$ cat config.mk
export PLATFORM = sky130hd
export DESIGN_NAME = nibble_add_group
export DESIGN_NICKNAME = d
export VERILOG_FILES = /design/src/design/nibble_add_pkg.sv /design/src/design/nibble_add_group.sv /design/src/design/nibble_sum.sv
export SDC_FILE = /design/constraint.sdc
export NUM_CORES = 1
export LEC_CHECK = 0
export CAP_MARGIN = 20
export CORE_MARGIN = 5
export CORE_UTILIZATION = 40
export CTS_CLUSTER_SIZE = 25
export DETAILED_ROUTE_END_ITERATION = 10
export DONT_BUFFER_PORTS = 1
export PLACE_DENSITY = 0.65
export SYNTH_ARGS = -nofsm -noshare
export SYNTH_HDL_FRONTEND = slang
export SYNTH_SLANG_ARGS = --single-unit
export TNS_END_PERCENT = 10
$ cat constraint.sdc
create_clock -name clk_sys -period 9.03 [get_ports clk_sys]
set_input_delay 0.903 -clock clk_sys [delete_from_list [all_inputs] [get_ports clk_sys]]
set_output_delay 0.903 -clock clk_sys [all_outputs]
set_load 0.05 [all_outputs]
$ cat src/design/nibble_add_pkg.sv
/*
 Constants for the nibble add group: opcode fields, working-register layout, reset values.
 Assumes a 16-bit instruction word with the opcode in bits 15..8.
*/
package nibble_add_pkg;
	localparam int unsigned NIB_W     = 4;
	localparam int unsigned ADDR_W    = 7;
	localparam int unsigned INSN_W    = 16;
	localparam int unsigned WREG_N    = 16;
	localparam int unsigned MEM_N     = 128;
	// Opcode byte values
	localparam logic [7:0] OP_ADC_MEM    = 8'h08;
	localparam logic [7:0] OP_ADC_IMM    = 8'h0c;
	localparam logic [7:0] OP_ADCS_MEM   = 8'h09;
	localparam logic [7:0] OP_ADCS_IMM   = 8'h0d;
	localparam logic [7:0] OP_ADD_MEM    = 8'h18;
	localparam logic [7:0] OP_ADD_IMM    = 8'h1c;
	localparam logic [7:0] OP_ADDS_MEM   = 8'h19;
	localparam logic [7:0] OP_ADDS_IMM   = 8'h1d;
	localparam logic [7:0] OP_KEEP_MEM   = 8'h28;
	localparam logic [7:0] OP_KEEP_IMM   = 8'h2c;
	localparam logic [7:0] OP_KEEPS_MEM  = 8'h29;
	localparam logic [7:0] OP_KEEPS_IMM  = 8'h2d;
	// Field positions inside the instruction word
	localparam int unsigned OPC_LSB   = 8;
	localparam int unsigned IMM_LSB   = 4;
	localparam int unsigned WSEL_LSB  = 0;
	localparam int unsigned MADR_LSB  = 0;
	// Working registers sit at the bottom of data memory
	localparam logic [6:0] WREG_BASE  = 7'h00;
	// Reset values
	localparam logic [3:0] ACC_RST    = 4'h0;
	localparam logic       FLAG_RST   = 1'b0;
	localparam logic [3:0] MEM_RST    = 4'h0;
endpackage : nibble_add_pkg

$ cat src/design/nibble_add_group.sv
/*
 Add-family execution slice of a 4-bit core: decodes add, add-with-carry and
 carry-keeping adds, holds the accumulator, carry and zero flags and data memory.
 Assumes one instruction presented per cycle with insn_valid, synchronous to clk_sys.
 Instructions outside the add family are ignored here and change no state; another
 slice of the core executes them. Data memory is cleared by reset, so the working
 registers and every nibble read as zero until an add stores into them. The peek
 port is a debug read path and never disturbs execution.
*/
// Functional notes
// - Memory add: acc gets mem plus acc; memory kept; carry and zero updated.
// - Immediate add: acc gets wreg plus immediate; wreg kept; carry, zero updated.
// - Storing memory add writes the sum to acc and memory; carry, zero updated.
// - Storing immediate add writes the sum to acc and wreg; carry, zero updated.
// - Storing carry-in immediate add: wreg+imm+carry to acc and wreg; flags updated.
// - Carry-keeping memory add: sum to acc, zero updated, carry kept.
// - Carry-keeping immediate add: sum to acc, wreg kept, zero only.
// - Storing carry-keeping memory add: sum to acc and memory, zero only.
// - Storing carry-keeping immediate add: sum to wreg and acc, zero only.
`timescale 1ns/10ps
module nibble_add_group
	import nibble_add_pkg::*;
(
	// Clock and reset
	input  wire logic              clk_sys,
	input  wire logic              nrst,
	// Instruction
	input  wire logic              insn_valid,
	input  wire logic [INSN_W-1:0] insn,
	// Architectural state
	output logic      [NIB_W-1:0]  result_nibble_reg,
	output logic                   carry_flag,
	output logic                   zero_flag,
	// Status
	output logic                   insn_done,
	output logic                   insn_known,
	// Memory peek port
	input  wire logic [ADDR_W-1:0] peek_addr,
	output logic      [NIB_W-1:0]  peek_data
);
	// Storage: data memory with the working registers at its foot, then the
	// accumulator, the two flags and the status pipeline
	logic [NIB_W-1:0] mem_r [MEM_N];
	logic [NIB_W-1:0] acc_r;
	logic             carry_r;
	logic             zero_r;
	logic             done_r;
	logic             known_r;
	logic [NIB_W-1:0] peek_r;

	// Field extraction; the memory and working-register forms share the low
	// bits of the word, so both addresses are formed here and the decode
	// below picks the one that applies
	wire logic [7:0]        opc;
	wire logic [NIB_W-1:0]  imm;
	wire logic [ADDR_W-1:0] mem_adr;
	wire logic [ADDR_W-1:0] wreg_adr;
	assign opc      = insn[OPC_LSB +: 8];
	assign imm      = insn[IMM_LSB +: NIB_W];
	assign mem_adr  = insn[MADR_LSB +: ADDR_W];
	assign wreg_adr = WREG_BASE | {3'b000, insn[WSEL_LSB +: NIB_W]};

	// One match line per add-family opcode, so that a code of another
	// instruction group that shares some opcode bits can never slip through
	// a partial bit test and change the accumulator
	wire logic m_cin_mem;
	wire logic m_cin_imm;
	wire logic m_cins_mem;
	wire logic m_cins_imm;
	wire logic m_add_mem;
	wire logic m_add_imm;
	wire logic m_adds_mem;
	wire logic m_adds_imm;
	wire logic m_keep_mem;
	wire logic m_keep_imm;
	wire logic m_keeps_mem;
	wire logic m_keeps_imm;
	assign m_cin_mem   = (opc == OP_ADC_MEM);
	assign m_cin_imm   = (opc == OP_ADC_IMM);
	assign m_cins_mem  = (opc == OP_ADCS_MEM);
	assign m_cins_imm  = (opc == OP_ADCS_IMM);
	assign m_add_mem   = (opc == OP_ADD_MEM);
	assign m_add_imm   = (opc == OP_ADD_IMM);
	assign m_adds_mem  = (opc == OP_ADDS_MEM);
	assign m_adds_imm  = (opc == OP_ADDS_IMM);
	assign m_keep_mem  = (opc == OP_KEEP_MEM);
	assign m_keep_imm  = (opc == OP_KEEP_IMM);
	assign m_keeps_mem = (opc == OP_KEEPS_MEM);
	assign m_keeps_imm = (opc == OP_KEEPS_IMM);

	// Any of the twelve codes is an add of this group
	wire logic hit;
	assign hit = m_cin_mem | m_cin_imm | m_cins_mem | m_cins_imm |
		m_add_mem | m_add_imm | m_adds_mem | m_adds_imm |
		m_keep_mem | m_keep_imm | m_keeps_mem | m_keeps_imm;

	// Operation class from the opcode bits; only meaningful while hit is
	// high, which every use below checks through exec
	wire logic is_imm;
	wire logic is_store;
	wire logic use_cin;
	wire logic keep_carry;
	assign is_imm     = opc[2];                       // Bit 2 picks wreg+immediate
	assign is_store   = opc[0];                       // Bit 0 stores back
	assign use_cin    = (opc[5:4] == 2'b00);          // Carry-in group
	assign keep_carry = opc[5];                       // Carry kept

	// Operand selection: the first operand always comes from data memory,
	// either the addressed nibble or the working register; the second is
	// the accumulator for memory forms and the immediate for register forms
	wire logic [ADDR_W-1:0] src_adr;
	wire logic [NIB_W-1:0]  src_val;
	wire logic [NIB_W-1:0]  other_val;
	assign src_adr   = is_imm ? wreg_adr : mem_adr;
	assign src_val   = mem_r[src_adr];
	assign other_val = is_imm ? imm : acc_r;

	// Four-bit adder; carry-in is masked for every group but add-with-carry,
	// so a stale carry cannot leak into a plain or carry-keeping add
	wire logic [NIB_W-1:0] sum;
	wire logic             cout;
	wire logic             sum_zero;
	wire logic             cin_used;
	assign cin_used = use_cin & carry_r;
	nibble_sum u_sum (
		.op_a    (src_val),
		.op_b    (other_val),
		.cin     (cin_used),
		.sum     (sum),
		.cout    (cout),
		.is_zero (sum_zero)
	);

	// Execution strobe; every add of the group completes in the cycle it is
	// presented, and a back-to-back add sees the result of the one before
	wire logic exec;
	wire logic mem_we;
	assign exec   = insn_valid & hit;                    // One cycle per instruction
	assign mem_we = exec & is_store;

	// Status pipeline; one-cycle pulses that mark an executed add
	always_ff @(posedge clk_sys or negedge nrst)
	begin
		if (!nrst)
		begin
			done_r  <= 1'b0;
			known_r <= 1'b0;
		end
		else
		begin
			done_r  <= exec;
			known_r <= insn_valid & hit;
		end
	end

	// Accumulator and flags; carry is written only by the carry-updating
	// groups, zero by every add of the family
	always_ff @(posedge clk_sys or negedge nrst)
	begin
		if (!nrst)
		begin
			acc_r   <= ACC_RST;
			carry_r <= FLAG_RST;
			zero_r  <= FLAG_RST;
		end
		else
		begin
			if (exec)
			begin
				acc_r  <= sum;
				zero_r <= sum_zero;
				if (!keep_carry)
					carry_r <= cout;
			end
		end
	end

	// Data memory, one entry per nibble, written back only by the storing
	// adds; cleared by reset so that the first operand read after start-up
	// is defined and an unknown cannot spread into the accumulator and carry
	genvar gi;
	generate
		for (gi = 0; gi < MEM_N; gi = gi + 1)
		begin : g_mem
			wire logic we_here;
			assign we_here = mem_we && (src_adr == ADDR_W'(gi));
			always_ff @(posedge clk_sys or negedge nrst)
			begin
				if (!nrst)
					mem_r[gi] <= MEM_RST;
				else if (we_here)
					mem_r[gi] <= sum;
			end
		end
	endgenerate

	// Registered peek read; shows the entry as it stood before any write
	// landing on the same edge, so a store is seen one cycle later
	always_ff @(posedge clk_sys or negedge nrst)
	begin
		if (!nrst)
			peek_r <= MEM_RST;
		else
			peek_r <= mem_r[peek_addr];
	end

	// Outputs come straight from the registers
	assign result_nibble_reg = acc_r;
	assign carry_flag        = carry_r;
	assign zero_flag         = zero_r;
	assign insn_done         = done_r;
	assign insn_known        = known_r;
	assign peek_data         = peek_r;
endmodule : nibble_add_group

$ cat src/design/nibble_sum.sv
/*
 Four-bit adder with carry-in, carry-out and zero detect.
 Pure combinational; caller selects operands.
*/
`timescale 1ns/10ps
module nibble_sum
	import nibble_add_pkg::*;
(
	// Operands
	input  wire logic [NIB_W-1:0] op_a,
	input  wire logic [NIB_W-1:0] op_b,
	input  wire logic             cin,
	// Result
	output wire logic [NIB_W-1:0] sum,
	output wire logic             cout,
	output wire logic             is_zero
);
	wire logic [NIB_W:0] full_sum;

	// Sum modulo sixteen, carry from bit 3
	assign full_sum = {1'b0, op_a} + {1'b0, op_b} + {{NIB_W{1'b0}}, cin};
	assign sum      = full_sum[NIB_W-1:0];
	assign cout     = full_sum[NIB_W];
	assign is_zero  = (full_sum[NIB_W-1:0] == 4'h0);
endmodule : nibble_sum

-- Yosys cells after proc, flatten, opt, wreduce, memory -nomap -nowiden
Index checks and enable logic that the tools add are counted.
- output and inout port bits: 12
- word-level logic and storage cells: 433
- bits of input ports: 26
- memories kept: 0
- RAM bits: 0
- bits in registers: 523
- ROM bits: 0
- bits in latches: 0
- bitwise operators: 17
- order comparisons: 2
- multiply operators: 0
- add/sub/neg operators: 2
- reductions and logical operators: 132
- div/mod/pow operators: 0
- shift operators: 0
- equal/unequal tests: 139
- muxes and demuxes: 8
- operators by type and width (kind ; count):
    == test 7 bit, second input constant ; 64
    == test 7 x 6 -> 1 bit, second input constant ; 32
    logical AND 1 bit ; 128
    == test 7 x 5 -> 1 bit, second input constant ; 16
    binary-select mux 4 bit (select 7 bit) ; 2
    == test 7 x 4 -> 1 bit, second input constant ; 8
    == test 8 x 4 -> 1 bit, second input constant ; 4
    == test 8 x 5 -> 1 bit, second input constant ; 4
    == test 8 x 6 -> 1 bit, second input constant ; 4
    == test 7 x 3 -> 1 bit, second input constant ; 4
    two-way mux 4 bit ; 5
    greater-or-equal comparator 8 bit, second input constant ; 2
    inverter 7 -> 8 bit ; 2
    == test 7 x 2 -> 1 bit, second input constant ; 2
    OR 1 bit ; 11
    == test 7 x 1 -> 1 bit, second input constant ; 1
    zero test 7 bit ; 1
    two-way mux 7 bit ; 1
    adder 4 x 4 -> 5 bit ; 1
    adder 5 x 1 -> 5 bit ; 1
    zero test 4 bit ; 1
    bitwise AND 1 bit ; 3
    zero test 2 bit ; 1
    AND reduction 2 bit ; 1
    inverter 1 bit ; 1

-- Depth between registers and ports, before layout
Gate-level depths: netlist (run 1).
- word-level depth: 15
- gate-level depth with buffers: 17
- mapped depth without buffers: 11

-- Cells and area by module
From an unflattened synthesis (run 1), not the netlist that was laid out.
- cell total of the unflattened synthesis: 1913
- area, all modules: 28219.6 µm²
- modules (own cells, without submodules) (module ; cells an instance ; instances ; area an instance (µm²) ; sequential area each (µm²)):
    nibble_add_group ; 1889 ; 1 ; 28036.9 ; 13087.6
    nibble_sum ; 24 ; 1 ; 182.7 ; 0.0

-- Worst setup path before layout (run 1)
No wires, ideal clock.
- kind: input-to-reg
- from: input insn[0]
- to: register mem_r[102] in the netlist's numbering
- cell stages on the path: 15
- data required time: 8.897 ns
- arrival time: 4.634 ns
- path slack: 4.263 ns
- buffers on the path: 5
- setup time: 0.133 ns
- cell sequence: buf_4 buf_6 buf_2 mux4_2 mux4_2 nand2_1 o21ai_0 o41ai_1 fa_1 inv_1 fa_1 xnor2_1 clkbuf_1 clkbuf_1 o21ai_0
- longest elaborated chain between the ends: 7
- elaborated cells between the ends (all ways): 9
- those cells by class: add/sub (2); eq/ne (1); mux (4); bitwise (1); reduce/logical (1)
- RTL lines (item ; line ; RTL):
    start: declaration ; nibble_add_group.sv:29 ; input wire logic [INSN_W-1:0] insn,
    two-way mux 7 bit * ; nibble_add_group.sv:114 ; assign src_adr = is_imm ? wreg_adr : mem_adr;
    inverter 7 -> 8 bit (not written as such) ; nibble_add_group.sv:115 ; assign src_val = mem_r[src_adr];
    binary-select mux 4 bit (select 7 bit) ; nibble_add_group.sv:115 ;
    two-way mux 4 bit (not written as such) (2 in a row) ; nibble_add_group.sv:115 ;
    adder 4 x 4 -> 5 bit ; nibble_sum.sv:21 ; assign full_sum = {1'b0, op_a} + {1'b0, op_b} + {{NIB_W{1'b0}}, cin};
    adder 5 x 1 -> 5 bit ; nibble_sum.sv:21 ;
    end signal: indexed assignment ; nibble_add_group.sv:192 ; mem_r[gi] <= sum;
    end: declaration ; nibble_add_group.sv:43 ; logic [NIB_W-1:0] mem_r [MEM_N];
Mark *: on every way between the ends. The rest lies on a longest branch, timed or not. The select of a mux whose other input is x is not followed.
A chain may end at the register's enable or synchronous reset.

-- Worst setup path in the final report (run 1)
- from: input insn[0]
- to: register mem_r[137] in the netlist's numbering
- longest elaborated chain between the ends: 7
- elaborated cells between the ends (all ways): 9
- those cells by class: add/sub (2); eq/ne (1); mux (4); bitwise (1); reduce/logical (1)
- RTL lines (item ; line ; RTL):
    two-way mux 7 bit ; nibble_add_group.sv:114 ;
    inverter 7 -> 8 bit (not written as such) ; nibble_add_group.sv:115 ;
    binary-select mux 4 bit (select 7 bit) ; nibble_add_group.sv:115 ;
    two-way mux 4 bit (not written as such) (2 in a row) ; nibble_add_group.sv:115 ;
    adder 4 x 4 -> 5 bit ; nibble_sum.sv:21 ;
    adder 5 x 1 -> 5 bit ; nibble_sum.sv:21 ;
    net sum[1] ; nibble_add_group.sv:120 ; wire logic [NIB_W-1:0] sum;
The timed path passes the listed nets, and every way through them passes these cells. The select of a mux whose other input is x is not followed.

==> run summary, run 1 <==
- in -> reg — classification of the worst setup path
- 0.075 — relative contribution of combinational cells to total power
- 5080 ps — shortest period the worst path allows
- 1.00 — fraction of registers with async set or reset after synthesis
- 0.249 — switching share of total power
- 12.6 nW — P_leak
- dfrtp_1 — Post-synth top flop
- 9580 ps — required time of the critical path
- 1984 — Iteration-0 DRC Markers
- finished clean — result of the run
- 523 — number of sinks driven by the clock tree
- 50 — synth unique cells
- 0.403 — initial core utilization
- 19136 — number of global-route vias before repair
- adder cells — family of cells with the greatest summed delay on the critical path
- yes — CTS tree
- 0 — count of input and output buffers
- 272 microns — Die Span Y
- 1 — count of hold-fix buffers inserted at cts
- 38.0 mm — amount of wire on met2 after detailed routing
- 5 — number of iterations in the first detailed-routing pass
- 31.9 mm — DRT met1 WL
- flop — endpoint kind of the worst setup timing path
- met5 — top sig layer
- 0.460 — part of the total power dissipated in sequential elements
- 272 microns — Die X-Extent
- 173 nW/um^2 — pwr dens
- mux4_2, mux4_2, a32o_1, or4_1, o41ai_1, fa_4, inv_1, fa_4, buf_4, mux2_2 — critical-path cell list
- 26.7 microns — wire length per cell after detailed routing
- dfrtp_1 47%, mux4_2 25%, nand2_1 7.2% — top cells by area, synth
- 0.00130 W — switching power total
- 0.272 — share of cells above drive strength 1
- 5630 ps — critical path data arrival time
- 0 — total count of max-transition violations in the final report
- 2223 — syn_nets
- input pin — Setup crit start kind
- 0.00392 W — Pint
- 0.000135 V — worst supply voltage drop on vdd
- 0.563 — final cycle utilization of the critical path
- 12.6 sq um — Mean Syn Cell Area
- 125 mm — wire length of the first global-routing pass
- 0 — Post-CTS Setup Inserts
- 15.2 ps — worst-case clock skew
- 6128 — fill cell count
- 5 — initial antenna violation count
- 0 — max-cap check violation count
- in -> async — path type of the worst min-delay path
- 0.475 — sequential area share after synthesis
- 27600 sq um — area of the mapped netlist
- 523 — Synth Register Bits
- 0 ps — accumulated negative setup slack
- 1390 ps — transition time of the tightest slew-check pin
- 81.3 mm — DRT Wirelength
- 2 — H-Tree Depth
- 0 — number of endpoints with negative hold slack in the final report
- 74200 sq um — die area
- 3044 — Non-Filler Instances
- 0 — number of enable-type register cells in the synthesized netlist
- 0.917 — Final GP Congestion
- 0 — DRC violations left
- 0.219 — GR Util All Layers
- 2147 — nets@finish
- 30200 sq um — Layout Cell Area excl Fill
- 0.475 — fraction of synthesized cell area taken by the top area cell type
- 2192 — post-synthesis cell count
- 38 — count of pins on the block boundary
- 9.71% — growth of design area from synthesis to finish
- 0.0752 — Slew Limit Headroom
- 363 — maximum number of pins on one net before global-route repair
- 0 — Synthesis Warnings
- 197 MHz — top achievable clock speed
- 0 — GR Overflow Total
- 28200 sq um — post-detailed-placement cell area
- 0.465 — fraction of power consumed by the clock network
- 96 — FP Rows
- 7.55 mm — met3 routed WL
- 2936 — placed instance count
- 2 — combined buffer and inverter count along the critical path
- 3 — worst-case clock buffer depth
- dfrtp_1 — leading area contributor after synthesis
- 68500 sq um — area inside the core boundary
- 512 — number of flip-flops under the largest register name
- fa_4 — worst-path cell with the longest stage delay
- 0 — number of routed nets with antenna violations
- 1490 ps — worst stage delay on the critical path
- 610 ps — Clk Latency, worst-skew pair
- 0 — total setup violations reported at the end of the flow
- 117 — largest driver fanout on the critical path
- 53.0 mm — placed wire-length estimate after detailed placement
- 13900 sq um — total area of multi-input combinational cells
- 60 ps — Clk pin slew, worst setup/hold paths
- 0 — number of cells upsized or downsized after cts
- 18928 — number of vias in the routed layout
- 55 — Inserted Clock Buffers
- 13100 sq um — register area
- clkbuf_16 — CTS root buffer
- 6.22 — vias per inst
- false — RSZ-0062 raised after global routing
[cells in the mapped netlist (3+ instances only)]
master	count
mux2_2	131
nand3b_1	3
mux2i_1	25
nand3_1	5
nor2b_1	6
buf_1	16
or2_2	4
nand2b_1	9
a22oi_1	7
o22ai_1	4
mux2_1	7
clkbuf_1	99
nor3b_1	3
nor4_4	14
a22o_1	4
nor3_1	4
buf_2	31
inv_1	3
o221ai_1	4
o211ai_1	4
nor2_1	12
mux4_2	311
ha_1	3
buf_4	7
dfrtp_1	523
nand2_1	525
a21oi_1	8
o21ai_0	389
[metrics by stage]
stage	utilization	worst slack [ps]	power [W]	hold slack (ps)
2_1_floorplan	-	4260	0.00277	461
3_3_place_gp	0.411	3440	0.00280	475
3_5_place_dp	0.412	3300	0.00281	489
4_1_cts	0.441	3880	0.00524	0.261
5_1_grt	0.442	3840	0.00538	11.1
6_report	0.442	3950	0.00522	29.6
[cells by family (layout without fill, tap and decap cells)]
group,count (synthesis),count (layout),synth area share
AO/OA/AOI/OAI,434,434,0.0826
XOR/XNOR,2,2,0.000636
adder cells (fa/ha/maj),5,5,0.00282
buffers and inverters,158,127,0.0244
flip-flops,523,523,0.475
multiplexers,474,474,0.320
other,0,1,0
AND/OR/NAND/NOR,596,596,0.0950
[worst paths after layout]
kind                            from          to  slack (ps)  cells past startpoint
min reg2reg                mem_r[55]   mem_r[55]         500                      2
min in group clk_sys        insn[13]  carry_flag         400                      1
max in group asynchronous       nrst    mem_r[0]        7920                      0
max reg2reg                mem_r[76]  mem_r[137]        4010                     10
max                          insn[0]  mem_r[137]        3950                     10
min                             nrst  mem_r[272]          30                      0
[area by class of cell]
type	count	area share
sequential	523	0.433
timing repair buffer	22	0.00741
clock buffer	74	0.0533
clock inverter	28	0.0113
antenna	1	0.0000828
inverter	3	0.000372
tap	882	0.0365
multi-input combinational	1511	0.458
[worst reg2reg max path: cells and delay by family, from the launching register on]
family,cells,cell delay [ps]
mux,3,1230
flops,1,430
buf+inv,2,630
compound gates,2,390
fa+ha+maj,2,1860
simple gates,1,430
[per-layer routing]
layer / global-route usage / vias to the layer above
met5: 0 / -
met4: 0.0831 / 4
met3: 0.0587 / 204
met2: 0.345 / 885
met1: 0.295 / 9787
li1: - / 8048
[layout by cell type (no fill, tap or decap), drive strengths merged, types with 5 or more instances in the layout]
cell type and instances:
clkinvlp 6, clkbuf 74, nor2b 6, dfrtp 523, mux4 311, bufinv 7, a22oi 7, clkinv 15
mux2 138, mux2i 25, buf 22, nand2 525, nor2 12, nand3 5, nor4 17, o21ai 389
a21oi 8, nand2b 9
[power groups by stage]
stage	clock [W]	combinational, W	sequential, W
CTS	0.00246	0.000379	0.00240
floorplan	0	0.000335	0.00243
global placement	0	0.000353	0.00245
global route	0.00256	0.000417	0.00240
detailed placement	0	0.000363	0.00245
finish	0.00243	0.000390	0.00240
Power figures use the tool's default switching activity.
==> run 2: changes to the inputs <==
--- a/config.mk
+++ b/config.mk
@@ -11,7 +11,7 @@
 export CTS_CLUSTER_SIZE = 25
 export DETAILED_ROUTE_END_ITERATION = 10
 export DONT_BUFFER_PORTS = 1
-export PLACE_DENSITY = 0.65
+export PLACE_DENSITY = 0.67
 export SYNTH_ARGS = -nofsm -noshare
 export SYNTH_HDL_FRONTEND = slang
 export SYNTH_SLANG_ARGS = --single-unit
==> constraint.sdc (replaced) <==
create_clock -name clk_sys -period 4.4 [get_ports clk_sys]
set_input_delay 0.44 -clock clk_sys [delete_from_list [all_inputs] [get_ports clk_sys]]
set_output_delay 0.44 -clock clk_sys [all_outputs]
set_load 0.05 [all_outputs]
==> run 2 against run 1 <==
  * The flow now finishes with violations (negative hold slack)
  * Cell area is essentially flat
  * Non-clock buffer count increased by 13
  * Count of clock-buffer cells in the layout rose by 8
  * Clock skew about the same
  * Clock power up 97%
  * Worst setup slack lost 3800 ps
  * Power is 100% higher
  * First-iteration DRC count rose by 22%
  * Critical path depth unchanged
  * Critical path type is now reg -> reg
  * Largest cell class unchanged
==> run summary, run 2 (synthesis gave the netlist of run 1 again) <==
- finished, violations left — result of the run, was finished clean
- 6102 — fill cell count, was 6128
- 30200 sq um — Layout Cell Area excl Fill, about the same
- clkbuf_16 — CTS root buffer, unchanged
- mux4_2, mux4_2, a32o_1, or4_1, o41ai_1, fa_4, inv_1, fa_4, buf_12, mux2_2 — critical-path cell list, was mux4_2, mux4_2, a32o_1, or4_1, o41ai_1, fa_4, inv_1, fa_4, buf_4, mux2_2
- 524 — maximum number of pins on one net before global-route repair, was 363
- 55 — Inserted Clock Buffers, unchanged
- 28400 sq um — post-detailed-placement cell area, was 28200 sq um
- 0 — max-cap check violation count, unchanged
- flop — endpoint kind of the worst setup timing path, unchanged
- 38 — count of pins on the block boundary, unchanged
- 880 ps — worst stage delay on the critical path, was 1490 ps
- -364 ps — worst hold slack, was 29.6 ps
- nand2_1 — commonest non-fill, non-tap cell in the layout, unchanged
- 199 ps — minimum setup slack in the final design, was 3950 ps
- 0.218 — GR Util All Layers, was 0.219
- 53.4 mm — placed wire-length estimate after detailed placement, was 53.0 mm
- 2952 — placed instance count, was 2936
- 159 ps — Worst Setup Slack post-DPL, was 3300 ps
- multiplexers — family of cells with the greatest summed delay on the critical path, was adder cells
- flop — Setup crit start kind, was input pin
- 2 — combined buffer and inverter count along the critical path, unchanged
- 0 — total setup violations reported at the end of the flow, unchanged
- 1280 ps — transition time of the tightest slew-check pin, was 1390 ps
- 74200 sq um — die area, unchanged
- 0.335 — GR met2 Demand/Resource, was 0.345
- 0.301 — global routing usage on met1, was 0.295
- 0 ps — accumulated negative setup slack, unchanged
- 19340 — number of global-route vias before repair, was 19136
- 26.4 microns — wire length per cell after detailed routing, was 26.7 microns
- 0.955 — final cycle utilization of the critical path
- 13800 sq um — total area of multi-input combinational cells, was 13900 sq um
- 349 nW/um^2 — pwr dens, was 173 nW/um^2
- 6 — number of iterations in the first detailed-routing pass, was 5
- 4940 ps — required time of the critical path, was 9580 ps
- 4200 ps — shortest period the worst path allows
- 10 — length in cells of the worst reg-to-reg path, unchanged
- 0 — DRC violations left, unchanged
- 0 — number of routed nets with antenna violations, unchanged
- 0 — count of input and output buffers, unchanged
- 0.270 — share of cells above drive strength 1, was 0.272
- 3 — worst-case clock buffer depth, unchanged
- 6.32 — vias per inst, was 6.22
- 0.403 — initial core utilization, unchanged
- 512 — number of flip-flops under the largest register name, unchanged
- 200 ps — setup slack on the worst flop-to-flop path, was 4010 ps
- 0.000296 V — worst supply voltage drop on vdd, was 0.000135 V
- 2 — count of hold-fix buffers inserted at cts, was 1
- 4740 ps — critical path data arrival time, was 5630 ps
- 523 — number of sinks driven by the clock tree, unchanged
- negative hold slack — failing checks
- 68500 sq um — area inside the core boundary, unchanged
- 12.7 nW — P_leak, was 12.6 nW
- 19286 — number of vias in the routed layout, was 18928
- 238 MHz — top achievable clock speed
- 0.0571 — met3 capacity usage during global routing, was 0.0587
- yes — CTS tree, unchanged
- 0 — total count of max-transition violations in the final report, unchanged
- 2160 — nets@finish, was 2147
- 9.76% — growth of design area from synthesis to finish, was 9.71%
- met2 — GRT Max-Usage Layer, unchanged
- 523 — number of endpoints with negative hold slack in the final report, was 0
- 60 ps — Clk pin slew, worst setup/hold paths, about the same
- 2414 — Iteration-0 DRC Markers, was 1984
- mem_r[497] — terminus of the critical flop-to-flop path, was mem_r[137]
- 3052 — Non-Filler Instances, was 3044
- 73 — largest driver fanout on the critical path, was 117
- false — RSZ-0062 raised after global routing, unchanged
- 525 x nand2_1, 523 x dfrtp_1, 389 x o21ai_0 — highest-count cells in the layout ignoring fill and taps, unchanged
- 15.5 ps — worst-case clock skew, was 15.2 ps
- 0.892 — Final GP Congestion, was 0.917
- 2 — H-Tree Depth, unchanged
- 272 microns — Die Span Y, unchanged
- in -> async — path type of the worst min-delay path, unchanged
- mem_r[64] — reg-to-reg critical path startpoint, was mem_r[76]
- 0.146 — Slew Limit Headroom, was 0.0752
- fa_4 — worst-path cell with the longest stage delay, unchanged
- 4 — initial antenna violation count, was 5
- 272 microns — Die X-Extent, unchanged
- 13100 sq um — register area, unchanged
- 0 — GR Overflow Total, unchanged
- reg -> reg — classification of the worst setup path, was in -> reg
- 610 ps — Clk Latency, worst-skew pair, about the same
- mem_r[64] — worst setup path startpoint, was insn[0]
- 96 — FP Rows, unchanged
- 0 — Post-CTS Setup Inserts, unchanged
- 125 mm — wire length of the first global-routing pass, about the same
- 80.5 mm — DRT Wirelength, was 81.3 mm
[run 2: per-stage QoR]
stage	util	total power [W]
floorplan	-	0.00568
global placement	0.415	0.00583
detailed placement	0.415	0.00586
CTS	0.442	0.0106
global route	0.442	0.0109
finish	0.442	0.0106
[run 2: layout make-up]
type,instances,share of cell area
clock buffer,82,0.0542
tap,882,0.0365
clock inverter,15,0.00674
inverter,3,0.000372
multi-input combinational,1511,0.458
timing repair buffer,35,0.0117
antenna,1,0.0000827
sequential,523,0.433
[run 2: power breakdown]
group | internal, W | switching [W] | leakage, nW
clock network | 0.00285 | 0.00193 | 0.914
logic | 0.000295 | 0.000548 | 4.45
registers | 0.00484 | 0.0000954 | 7.30
total | 0.00798 | 0.00257 | 12.7
[run 2: how the worst max path moves through the flow]
stage	end	cells past startpoint	slack, ps
floorplan	mem_r[102]	15	100
global placement	mem_r[506]	12	200
detailed placement	mem_r[510]	12	160
CTS	mem_r[510]	12	270
global route	mem_r[490]	12	110
finish	mem_r[497]	10	200
[run 2: what timing repair did]
| action | 4_1_cts | 5_1_grt |
|---|---|---|
| gates resized for setup | 0 | 0 |
| setup endpoints to repair | 0 | 0 |
| hold endpoints to repair | 526 | 523 |
[run 2: worst register-to-register path: cells and delay by family, from the launching register on]
kind,cells,cell delay [ps]
muxes,3,1400
adders and majority gates,2,1220
and+or+nand+nor,1,430
DFF,1,410
AOI/OAI and AO/OA,2,390
buffers and inverters,2,300
[run 2: routing by layer]
layer | wire [microns] | part of all wire
met1 | 31900 | 0.40
met2 | 37300 | 0.46
met3 | 8050 | 0.10
met4 | 3290 | 0.041
met5 | 13 | 0.00016
==> run 3: changes to the inputs <==
--- a/config.mk
+++ b/config.mk
@@ -8,6 +8,7 @@
 export CAP_MARGIN = 20
 export CORE_MARGIN = 5
 export CORE_UTILIZATION = 40
+export CTS_BUF_LIST = sky130_fd_sc_hd__clkbuf_4 sky130_fd_sc_hd__clkbuf_8
 export CTS_CLUSTER_SIZE = 25
 export DETAILED_ROUTE_END_ITERATION = 10
 export DONT_BUFFER_PORTS = 1
==> run 3 against run 2 <==
  * The run still ends with negative hold slack left
  * Global-route usage is 0.11 points higher
  * Sequential share of layout area is 0.17 points lower
  * Clock power hardly changed
  * Critical path depth stayed put
  * Cell area is 0.40% higher
  * Power hardly changed
  * Combinational power is 0.5% lower
  * Maximum frequency is 1.0% higher
  * Die area stayed put
  * First-iteration DRC count is 9.2% lower
  * Worst setup slack better by 42 ps
  * Critical endpoint is now mem_r[409]
  * Highest routed layer unchanged
==> run summary, run 3 (synthesis gave the netlist of run 1 again) <==
- 53.4 mm — placed wire-length estimate after detailed placement, unchanged
- 348 nW/um^2 — pwr dens, was 349 nW/um^2
- 0 — max-cap check violation count, unchanged
- 2952 — placed instance count, unchanged
- 68500 sq um — area inside the core boundary, unchanged
- 523 — number of sinks driven by the clock tree, unchanged
- 272 microns — Die X-Extent, unchanged
- 96 — FP Rows, unchanged
- 0.0683 — Slew Limit Headroom, was 0.146
- 0.403 — initial core utilization, unchanged
- flop — endpoint kind of the worst setup timing path, unchanged
- 80.7 mm — DRT Wirelength, was 80.5 mm
- 0 — total count of max-transition violations in the final report, unchanged
- 512 — number of flip-flops under the largest register name, unchanged
- 5 — number of iterations in the first detailed-routing pass, was 6
- 19664 — number of global-route vias before repair, was 19340
- false — RSZ-0062 raised after global routing, unchanged
- 12.8 nW — P_leak, was 12.7 nW
- 125 mm — wire length of the first global-routing pass, about the same
- 525 x nand2_1, 523 x dfrtp_1, 389 x o21ai_0 — highest-count cells in the layout ignoring fill and taps, unchanged
- 89 — Inserted Clock Buffers, was 55
- 6.23 — vias per inst, was 6.32
- yes — CTS tree, unchanged
- 524 — maximum number of pins on one net before global-route repair, unchanged
- 0.079 — relative contribution of combinational cells to total power, was 0.080
- 0 — total setup violations reported at the end of the flow, unchanged
- 6097 — fill cell count, was 6102
- 0.453 — fraction of power consumed by the clock network, about the same
- 4990 ps — required time of the critical path, was 4940 ps
- fa_4 — worst-path cell with the longest stage delay, unchanged
- 0.338 — GR met2 Demand/Resource, was 0.335
- 10.2% — growth of design area from synthesis to finish, was 9.76%
- 0.295 — share of cells above drive strength 1, was 0.270
- 3 — H-Tree Depth, was 2
- 0.000217 V — worst supply voltage drop on vdd, was 0.000296 V
- 0 — count of input and output buffers, unchanged
- 0.467 — part of the total power dissipated in sequential elements, was 0.468
- 3110 — Non-Filler Instances, was 3052
- 1400 ps — transition time of the tightest slew-check pin, was 1280 ps
- 0 — number of routed nets with antenna violations, unchanged
- 0.297 — global routing usage on met1, was 0.301
- 0.250 — switching share of total power, was 0.244
- 0.00264 W — switching power total, was 0.00257 W
- 0 ps — accumulated negative setup slack, unchanged
- in -> async — path type of the worst min-delay path, unchanged
- 0.945 — final cycle utilization of the critical path, was 0.955
- 0 — DRC violations left, unchanged
- mux4_2, mux4_2, a32o_1, or4_1, o41ai_1, fa_4, inv_1, fa_4, buf_12, mux2_2 — critical-path cell list, unchanged
- 38 — count of pins on the block boundary, unchanged
- clkbuf_8 — CTS root buffer, was clkbuf_16
- 70 ps — Clk pin slew, worst setup/hold paths, was 60 ps
- met2 — GRT Max-Usage Layer, unchanged
- 0.00793 W — Pint, was 0.00798 W
- -442 ps — worst hold slack, was -364 ps
- multiplexers — family of cells with the greatest summed delay on the critical path, unchanged
- finished, violations left — result of the run, unchanged
- negative hold slack — failing checks, unchanged
- 0.0616 — met3 capacity usage during global routing, was 0.0571
- 0 — Post-CTS Setup Inserts, unchanged
- 2 — count of hold-fix buffers inserted at cts, unchanged
- 272 microns — Die Span Y, unchanged
- reg -> reg — classification of the worst setup path, unchanged
- 26.0 microns — wire length per cell after detailed routing, was 26.4 microns
- 42.3 ps — worst-case clock skew, was 15.5 ps
- 3 — worst-case clock buffer depth, unchanged
- 690 ps — Clk Latency, worst-skew pair, was 610 ps
- 0.219 — GR Util All Layers, was 0.218
- 2 — combined buffer and inverter count along the critical path, unchanged
- 2192 — Iteration-0 DRC Markers, was 2414
- 74200 sq um — die area, unchanged
- 2194 — nets@finish, was 2160
- 0 — GR Overflow Total, unchanged
- flop — Setup crit start kind, unchanged
- 0.444 — utilization after layout, was 0.442
- 0.892 — Final GP Congestion, unchanged
- 4750 ps — critical path data arrival time, was 4740 ps
- 880 ps — worst stage delay on the critical path, about the same
- 523 — number of endpoints with negative hold slack in the final report, unchanged
- 0 — number of cells upsized or downsized after cts, unchanged
- 4160 ps — shortest period the worst path allows, was 4200 ps
- 73 — largest driver fanout on the critical path, unchanged
- nand2_1 — commonest non-fill, non-tap cell in the layout, unchanged
- 240 MHz — top achievable clock speed, was 238 MHz
- 19388 — number of vias in the routed layout, was 19286
- 4 — initial antenna violation count, unchanged
## run 3: cell count changes in the layout (fill, tap and decap cells not counted)
cell        delta
clkbuf_8     +106
bufinv_16      -1
clkbuf_1      -13
clkinv_2       +2
clkinvlp_4     +1
clkinv_4       -1
clkbuf_4      +21
clkbuf_16     -57
## run 3: layer usage
layer  vias to the layer above  part of all wire
met2                      1040              0.47
met5                         -           0.00022
met1                     10023              0.39
met4                         2             0.039
met3                       175              0.11
li1                       8148                 -
## run 3: cell type report
cell class                      instances  area (sq um)  share of cell area
Tap cell                              882          1100              0.0363
Timing Repair Buffer                   35           355              0.0117
Multi-Input combinational cell       1511         13800               0.456
Clock buffer                          139          1780              0.0587
Clock inverter                         16           183             0.00602
Sequential cell                       523         13100               0.431
Inverter                                3          11.3            0.000371
Antenna cell                            1          2.50           0.0000824
## run 3: path summary, 6_finish.rpt
check	slack, ps	to	cells past startpoint	startpoint
worst min register to register	500	mem_r[432]	2	mem_r[432]
min in group clk_sys	130	peek_data[2]	2	peek_addr[6]
max in group asynchronous	3800	mem_r[410]	0	nrst
worst min-delay path	-440	mem_r[79]	0	nrst
worst max-delay path	240	mem_r[409]	10	mem_r[64]
worst max register to register	240	mem_r[409]	10	mem_r[64]
## run 3: metrics by stage
stage	hold slack [ps]	total power (W)	setup slack (ps)	area [sq um]
finish	-442	0.0106	241	30400
global placement	234	0.00583	197	28400
detailed placement	230	0.00586	159	28400
floorplan	144	0.00568	96.1	27600
global route	-485	0.0109	106	30400
CTS	-498	0.0106	281	30400
## run 3: power by group through the flow
stage	clock network, W	logic, W	registers, W
floorplan	0	0.000688	0.00500
global placement	0	0.000810	0.00502
detailed placement	0	0.000834	0.00502
CTS	0.00486	0.000837	0.00494
global route	0.00509	0.000896	0.00493
finish	0.00479	0.000839	0.00494
